==> config.mk <==
export PLATFORM = sky130hd
export DESIGN_NAME = dual_data_pointer_unit
export DESIGN_NICKNAME = d
export VERILOG_FILES = /design/src/pointer_unit_pkg.sv /design/src/dual_data_pointer_unit.sv
export SDC_FILE = /design/constraint.sdc
export NUM_CORES = 1
export LEC_CHECK = 0
export ABC_AREA = 1
export BUFFER_PORTS_ARGS = -buffer_cell sky130_fd_sc_hd__buf_2
export CORE_ASPECT_RATIO = 1.2
export CORE_MARGIN = 2
export CORE_UTILIZATION = 52
export DETAILED_ROUTE_END_ITERATION = 8
export GPL_TIMING_DRIVEN = 0
export PLACE_DENSITY = 0.84
export SLEW_MARGIN = 20
export SYNTH_ARGS = -nofsm -noshare
export SYNTH_HDL_FRONTEND = slang
export SYNTH_SLANG_ARGS = --single-unit
==> constraint.sdc <==
create_clock -name ref_clk -period 6.8 [get_ports ref_clk]
set_input_delay 0.34 -clock ref_clk [delete_from_list [all_inputs] [get_ports ref_clk]]
set_output_delay 0.34 -clock ref_clk [all_outputs]
set_load 0.01 [all_outputs]
==> src/pointer_unit_pkg.sv <==
// Constants shared by the dual data pointer unit.
// Assumes a byte-wide special-function register bus with 8-bit addresses.
package pointer_unit_pkg;
   // Register addresses on the special-function register bus
   localparam logic [7:0] pointer_zero_low_addr = 8'h82;
   localparam logic [7:0] pointer_zero_high_addr = 8'h83;
   localparam logic [7:0] pointer_one_low_addr = 8'h84;
   localparam logic [7:0] pointer_one_high_addr = 8'h85;
   localparam logic [7:0] pointer_config_addr = 8'ha2;

   // Field positions in the pointer configuration register
   localparam int select_pos = 0;
   localparam int unused_pos = 1;
   localparam int zero_pos = 2;
   localparam int sigen_pos = 3;
   localparam int zero_down_pos = 4;
   localparam int one_down_pos = 5;
   localparam int zero_update_pos = 6;
   localparam int one_update_pos = 7;

   // Bits that hold state; bit 2 is wired low and bit 1 is not implemented
   localparam logic [7:0] config_store_mask = 8'hf9;

   // Values after reset
   localparam logic [7:0] config_reset = 8'h00;
   localparam logic [15:0] pointer_reset = 16'h0000;
   localparam logic [7:0] read_reset = 8'h00;

   // One step of a pointer, up or down, wrapping across all 16 bits
   function automatic logic [15:0] step_pointer(input logic [15:0] value, input logic down);
      step_pointer = down ? value - 16'h0001 : value + 16'h0001;
   endfunction
endpackage
==> src/dual_data_pointer_unit.sv <==
// Dual 16-bit data pointer unit with its configuration register.
// Assumes the instruction decoder raises at most one pointer operation per cycle
// and that register bus accesses are synchronous to ref_clk.
//
// Functional notes
// - Two 16-bit pointers at 82H/83H and 84H/85H.
// - Select bit chooses pointer for generic operand.
// - Byte registers directly accessible regardless of select.
// - Config bit 2 always reads zero.
// - Inverse prefix flips select for pointer instructions.
// - Indirect jump ignores the inverse prefix.
// - Down bit turns increment into decrement.
// - Direction follows the physically targeted pointer.
// - Down bit sets auto-update direction too.
// - Config at A2H, resets to zero.
// - Update bit post-steps pointer after moves.
`timescale 1ns/1ps
`default_nettype none
module dual_data_pointer_unit (
   input wire logic ref_clk,
   input wire logic rst_n,
   input wire logic [7:0] sfr_addr,
   input wire logic sfr_wr,
   input wire logic [7:0] sfr_wdata,
   input wire logic sfr_rd,
   output logic [7:0] sfr_rdata,
   output logic sfr_hit,
   input wire logic op_inverse,
   input wire logic op_load,
   input wire logic [15:0] op_load_data,
   input wire logic op_inc,
   input wire logic op_move,
   input wire logic op_jmp,
   output logic [15:0] pointer_addr,
   output logic pointer_select_bit,
   output logic signature_enable
);
   // Stored configuration and pointer bytes
   logic [7:0] config_q;
   logic [7:0] config_d;
   logic [7:0] pointer_zero_low_q;
   logic [7:0] pointer_zero_low_d;
   logic [7:0] pointer_zero_high_q;
   logic [7:0] pointer_zero_high_d;
   logic [7:0] pointer_one_low_q;
   logic [7:0] pointer_one_low_d;
   logic [7:0] pointer_one_high_q;
   logic [7:0] pointer_one_high_d;
   logic [7:0] rdata_q;
   logic [7:0] rdata_d;
   logic hit_q;
   logic hit_d;
   logic [15:0] pointer_zero_value;
   logic [15:0] pointer_one_value;

   // Configuration fields
   logic select_bit;
   logic zero_down;
   logic one_down;
   logic zero_update;
   logic one_update;
   logic [7:0] config_view;

   // Register bus decode
   logic wr_zero_low;
   logic wr_zero_high;
   logic wr_one_low;
   logic wr_one_high;
   logic wr_config;
   logic zero_bus_write;
   logic one_bus_write;
   logic [7:0] read_mux;
   logic read_hit;

   // Instruction decode
   logic prefix_active;
   logic target;
   logic zero_targeted;
   logic one_targeted;
   logic zero_load;
   logic one_load;
   logic zero_step;
   logic one_step;
   logic [15:0] zero_stepped;
   logic [15:0] one_stepped;

   // True when a bus write strobe addresses the given register
   function automatic logic write_hits(
      input logic wr,
      input logic [7:0] addr,
      input logic [7:0] reg_addr
   );
      write_hits = wr && (addr == reg_addr);
   endfunction

   // True when an instruction must step the given pointer
   function automatic logic step_wanted(
      input logic targeted,
      input logic load,
      input logic inc,
      input logic move,
      input logic update
   );
      step_wanted = targeted && !load && (inc || (move && update));
   endfunction

   // Byte-wise step, carry or borrow passed from the low to the high byte
   function automatic logic [15:0] step_bytes(
      input logic [15:0] value,
      input logic down
   );
      logic [8:0] low_sum;
      logic [7:0] high_byte;
      low_sum = 9'h000;
      high_byte = 8'h00;
      if (down) begin
         low_sum = {1'b0, value[7:0]} - 9'h001;
         high_byte = value[15:8] - {7'h00, low_sum[8]};
      end else begin
         low_sum = {1'b0, value[7:0]} + 9'h001;
         high_byte = value[15:8] + {7'h00, low_sum[8]};
      end
      step_bytes = {high_byte, low_sum[7:0]};
   endfunction

   // Configuration fields; bit 2 and bit 1 never hold state
   assign select_bit = config_q[pointer_unit_pkg::select_pos];
   assign zero_down = config_q[pointer_unit_pkg::zero_down_pos];
   assign one_down = config_q[pointer_unit_pkg::one_down_pos];
   assign zero_update = config_q[pointer_unit_pkg::zero_update_pos];
   assign one_update = config_q[pointer_unit_pkg::one_update_pos];
   assign config_view = config_q & pointer_unit_pkg::config_store_mask;

   // Bus write strobes, one per register
   assign wr_zero_low = write_hits(sfr_wr, sfr_addr, pointer_unit_pkg::pointer_zero_low_addr);
   assign wr_zero_high = write_hits(sfr_wr, sfr_addr, pointer_unit_pkg::pointer_zero_high_addr);
   assign wr_one_low = write_hits(sfr_wr, sfr_addr, pointer_unit_pkg::pointer_one_low_addr);
   assign wr_one_high = write_hits(sfr_wr, sfr_addr, pointer_unit_pkg::pointer_one_high_addr);
   assign wr_config = write_hits(sfr_wr, sfr_addr, pointer_unit_pkg::pointer_config_addr);
   assign zero_bus_write = wr_zero_low | wr_zero_high;
   assign one_bus_write = wr_one_low | wr_one_high;

   // Prefix flips the choice except for the indirect jump; a bus write to the targeted pointer's bytes drops the op
   assign prefix_active = op_inverse & ~op_jmp;
   assign target = select_bit ^ prefix_active;
   assign zero_targeted = ~target & ~zero_bus_write;
   assign one_targeted = target & ~one_bus_write;
   assign zero_load = zero_targeted & op_load;
   assign one_load = one_targeted & op_load;
   assign zero_step = step_wanted(zero_targeted, op_load, op_inc, op_move, zero_update);
   assign one_step = step_wanted(one_targeted, op_load, op_inc, op_move, one_update);
   assign zero_stepped = step_bytes(pointer_zero_value, zero_down);
   assign one_stepped = step_bytes(pointer_one_value, one_down);

   // Outputs
   assign pointer_zero_value = {pointer_zero_high_q, pointer_zero_low_q};
   assign pointer_one_value = {pointer_one_high_q, pointer_one_low_q};
   assign pointer_addr = target ? pointer_one_value : pointer_zero_value;
   assign pointer_select_bit = select_bit;
   assign signature_enable = config_q[pointer_unit_pkg::sigen_pos];
   assign sfr_rdata = rdata_q;
   assign sfr_hit = hit_q;

   // Configuration next value; a bus write keeps only the stored bits
   always_comb begin
      config_d = config_q;
      if (wr_config) begin
         config_d = sfr_wdata & pointer_unit_pkg::config_store_mask;
      end
   end

   // Pointer zero low byte
   always_comb begin
      pointer_zero_low_d = pointer_zero_low_q;
      if (wr_zero_low) begin
         pointer_zero_low_d = sfr_wdata;
      end else if (zero_load) begin
         pointer_zero_low_d = op_load_data[7:0];
      end else if (zero_step) begin
         pointer_zero_low_d = zero_stepped[7:0];
      end
   end

   // Pointer zero high byte
   always_comb begin
      pointer_zero_high_d = pointer_zero_high_q;
      if (wr_zero_high) begin
         pointer_zero_high_d = sfr_wdata;
      end else if (zero_load) begin
         pointer_zero_high_d = op_load_data[15:8];
      end else if (zero_step) begin
         pointer_zero_high_d = zero_stepped[15:8];
      end
   end

   // Pointer one low byte
   always_comb begin
      pointer_one_low_d = pointer_one_low_q;
      if (wr_one_low) begin
         pointer_one_low_d = sfr_wdata;
      end else if (one_load) begin
         pointer_one_low_d = op_load_data[7:0];
      end else if (one_step) begin
         pointer_one_low_d = one_stepped[7:0];
      end
   end

   // Pointer one high byte
   always_comb begin
      pointer_one_high_d = pointer_one_high_q;
      if (wr_one_high) begin
         pointer_one_high_d = sfr_wdata;
      end else if (one_load) begin
         pointer_one_high_d = op_load_data[15:8];
      end else if (one_step) begin
         pointer_one_high_d = one_stepped[15:8];
      end
   end

   // Read decode
   always_comb begin
      read_hit = 1'b1;
      unique case (sfr_addr)
         pointer_unit_pkg::pointer_zero_low_addr: read_mux = pointer_zero_low_q;
         pointer_unit_pkg::pointer_zero_high_addr: read_mux = pointer_zero_high_q;
         pointer_unit_pkg::pointer_one_low_addr: read_mux = pointer_one_low_q;
         pointer_unit_pkg::pointer_one_high_addr: read_mux = pointer_one_high_q;
         pointer_unit_pkg::pointer_config_addr: read_mux = config_view;
         default: begin
            read_mux = pointer_unit_pkg::read_reset;
            read_hit = 1'b0;
         end
      endcase
   end

   // Read data held until the next read strobe
   always_comb begin
      rdata_d = rdata_q;
      if (sfr_rd) begin
         rdata_d = read_mux;
      end
   end
   assign hit_d = sfr_rd & read_hit;

   // Configuration register
   always_ff @(posedge ref_clk or negedge rst_n) begin
      if (!rst_n) begin
         config_q <= pointer_unit_pkg::config_reset;
      end else begin
         config_q <= config_d;
      end
   end

   // Pointer zero low register
   always_ff @(posedge ref_clk or negedge rst_n) begin
      if (!rst_n) begin
         pointer_zero_low_q <= pointer_unit_pkg::pointer_reset[7:0];
      end else begin
         pointer_zero_low_q <= pointer_zero_low_d;
      end
   end

   // Pointer zero high register
   always_ff @(posedge ref_clk or negedge rst_n) begin
      if (!rst_n) begin
         pointer_zero_high_q <= pointer_unit_pkg::pointer_reset[15:8];
      end else begin
         pointer_zero_high_q <= pointer_zero_high_d;
      end
   end

   // Pointer one low register
   always_ff @(posedge ref_clk or negedge rst_n) begin
      if (!rst_n) begin
         pointer_one_low_q <= pointer_unit_pkg::pointer_reset[7:0];
      end else begin
         pointer_one_low_q <= pointer_one_low_d;
      end
   end

   // Pointer one high register
   always_ff @(posedge ref_clk or negedge rst_n) begin
      if (!rst_n) begin
         pointer_one_high_q <= pointer_unit_pkg::pointer_reset[15:8];
      end else begin
         pointer_one_high_q <= pointer_one_high_d;
      end
   end

   // Read data register
   always_ff @(posedge ref_clk or negedge rst_n) begin
      if (!rst_n) begin
         rdata_q <= pointer_unit_pkg::read_reset;
      end else begin
         rdata_q <= rdata_d;
      end
   end

   // Hit flag, one cycle after a read of a mapped address
   always_ff @(posedge ref_clk or negedge rst_n) begin
      if (!rst_n) begin
         hit_q <= 1'b0;
      end else begin
         hit_q <= hit_d;
      end
   end
endmodule
`default_nettype wire

==> results.toml <==
[timing]
relSlewSlack_pct = 57.0
worstMarginPinSlew_ns = 0.645
slew_violations = 0
fin_ws_ns = 3.65
tns_ns = 0
fmax_mhz = 318
setup_viol = 0
rsz0062_at_grt = "false"
fin_crit_ns = 3.15
finClkSkew_ns = 0.0142
post-route-period-util_pct = 46.3
hold_viol = 0

[logic_synthesis]
synth_area_sq_um = 4500
synth_cell_types = 35
synth_seq_cells = 47
yosys.area.top_type_share_pct = 26.1
ys_seq_area_share_pct = 26.1
synth_top_area_cell = "dfrtp_1"
synthTopCellsByArea = "dfrtp_1, nand2_1, nand3_1"
avgSynthCellArea_sq_um = 6.14
synth_cells = 733
syn-num-nets = 794
ys_warn_count = 0

[setup_path]
path_max_fanout = 8
critical_path_required_ns = 7.05
critical_path.startpoint = "pointer_zero_low_q[0]$_DFFE_PN0P_"
critPathArrivalTime_ns = 3.40
criticalPathCategory = "flop to flop"
critPathSlowestCell = "ha_1"
cp.depth = 12
path_cells = "ha_1 > nand3_1 > nor2_1 > nand4_1 > ha_1 > a21oi_1 > nand2_1 > a21oi_1 > nand3_1 > nand3_1 > nand2_1 > a21oi_1"
r2r_cells = 12
critPathLaunchType = "flop"
crit_path_end_kind = "flop"
cpPeakStageDelay_ns = 0.50
cp_num_buf_inv = 0
reg2reg_from = "pointer_zero_low_q[0]$_DFFE_PN0P_"
crit_family = "simple AND/OR/NAND/NOR gates"

[routing]
routedWlPerCell_microns = 17.5
route.vias.total = 5272
routed-wl-met2_mm = 7.56
wl_met3_mm = 1.48
routed.top_layer = "met4"
drt-pass1-iter-count = 6
ant_nets = 0
drc_errors = 0
wl_mm = 16.2
dr.first_iter.drc_count = 443
detail_route.vias_per_cell = 5.70
drt-met1-wl_mm = 6.29

[global_routing]
grt_pass1_vias = 5022
grt_max_degree = 48
grtUsageTotal_pct = 35.6
gr-total-overflow = 0
antenna_found_initial = 0
grt_pass1_wl_mm = 25.3

[cells_and_area]
multi_input_area_sq_um = 2870
num-nets-final = 868
final-seq-area_sq_um = 1180
final.fill_count = 865
areaGrowthSynthToFinish_pct = 13.3
drive_above_1_share_pct = 14.2
num_antenna_cells = 0

[clocking]
cts_resized = 0
cts_num_sinks = 47
tritoncts = "done"
cts.root.buffer_cell = "clkbuf_8"
cts_setup_buffers = 0
clock_latency_ns = 0.33
clockBufferDepth = 2
hold_buffers = 0
cts.clk_slew.worst_paths_ns = 0.11
htree_levels = 2
cts_made_buffers = 5

[floorplan]
die_height_microns = 106
initial_core_util_pct = 53.1
dieWidth_microns = 88.9
ios = 68
fp.coreArea_sq_um = 8470
rows = 37
die_area_sq_um = 9420

[power]
p_per_area_nw_per_um2 = 300
power_leakage_nw = 2.81
vdd_ir_drop_max_uv = 148

[status]
status = "complete, no violations"

[place]
port_buffers = 67
dp_slack_ns = 3.76
hpwlAfterDp_mm = 12.9
gp_congestion = 1.03

[hold_path]
hold_class = "input port to asynchronous set/reset pin"

[job]
max-cap-violations = 0
-- power breakdown --
group          switching (W)  internal (W)  total [W]
combinational       0.000541      0.000313   0.000853
clock               0.000115      0.000111   0.000226
sequential         0.0000944      0.000356   0.000450
total               0.000750      0.000779    0.00153
-- cell families (layout without fill, tap and decap cells) --
group / Yosys count / after routing / share of synthesized area, %
buffers and inverters: 113 / 188 / 10.1
DFF: 47 / 47 / 26.1
AOI/OAI and AO/OA: 82 / 82 / 10.2
adders and majority gates: 20 / 20 / 5.89
xor gates and xnor gates: 13 / 13 / 2.53
and+or+nand+nor: 458 / 458 / 45.2
-- registers in the layout (all words and copies together) (netlist names) --
name,flops
sfr_hit,1
sfr_rdata,8
pointer_one_high_q,8
config_q,6
pointer_zero_high_q,8
pointer_zero_low_q,8
pointer_one_low_q,8
-- cell type report --
cell class | count | share of cell area [%]
well taps | 117 | 2.87
plain buffers | 21 | 2.11
clock buffers | 5 | 1.35
inverters | 92 | 6.77
flip-flops and latches | 47 | 23.1
repair buffers | 67 | 6.62
multi-input cells | 573 | 56.3
clock inverters | 3 | 0.908
-- through the flow --
| stage | power (W) | std cells | hold slack (ns) | area (sq um) | util [%] |
|---|---|---|---|---|---|
| 6_report | 0.00153 | 925 | 0.0181 | 5100 | 60.2 |
| 5_1_grt | 0.00166 | 925 | 0.0703 | 5100 | 60.2 |
| 4_1_cts | 0.00150 | 925 | 0.232 | 5100 | 60.2 |
| 3_5_place_dp | 0.00128 | 917 | 0.467 | 4980 | 58.8 |
| 3_3_place_gp | 0.00125 | 917 | 0.459 | 4980 | 58.8 |
| 2_1_floorplan | 0.00104 | 733 | 0.0444 | 4500 | - |
-- final timing paths --
path / endpoint / slack (ns)
min in group ref_clk: sfr_rdata[7]$_DFFE_PN0P_ / 0.23
max reg2reg: pointer_zero_high_q[7]$_DFFE_PN0P_ / 3.65
min reg2reg: sfr_rdata[1]$_DFFE_PN0P_ / 0.49
max: pointer_zero_high_q[7]$_DFFE_PN0P_ / 3.65
min: sfr_rdata[2]$_DFFE_PN0P_ / 0.02
max in group asynchronous: pointer_one_high_q[1]$_DFFE_PN0P_ / 6.33
-- synthesized netlist by cell type (all sizes together) --
cell type,instances
inv,92
o22ai,10
dfrtp,47
nand4,13
a41oi,3
o21a,1
nand3b,2
o31ai,1
a21oi,25
fa,2
nor3,9
xnor2,2
o21ai,40
a31oi,1
ha,18
o211ai,1
nand3,89
clkbuf,9
nor2,63
or2,2
buf,12
nand2,280
xor2,11
-- worst register-to-register path: cells and delay by family (launching register included) --
family	cells	cell delay, ns
fa+ha+maj	2	0.74
flops	1	0.45
simple gates	7	1.22
compound gates	3	0.66
-- cells in the final DEF (no fill, tap or decap), types with 9 or more instances in the layout --
cell type	n
nand2_1	277
inv_1	88
nand3_1	82
buf_2	74
nor2_1	53
dfrtp_1	47
o21ai_0	38
a21oi_1	25
ha_1	18
nand4_1	11
xor2_1	11
o22ai_1	10
clkbuf_1	9
nor3_1	9
-- layer usage --
layer / GRT usage (%) / vias to the layer above
met5: 0 / -
met4: 18.7 / 0
met3: 5.82 / 60
met2: 56.8 / 300
met1: 45.5 / 2419
li1: - / 2493
No activity file was read; power rests on OpenSTA's default activity.
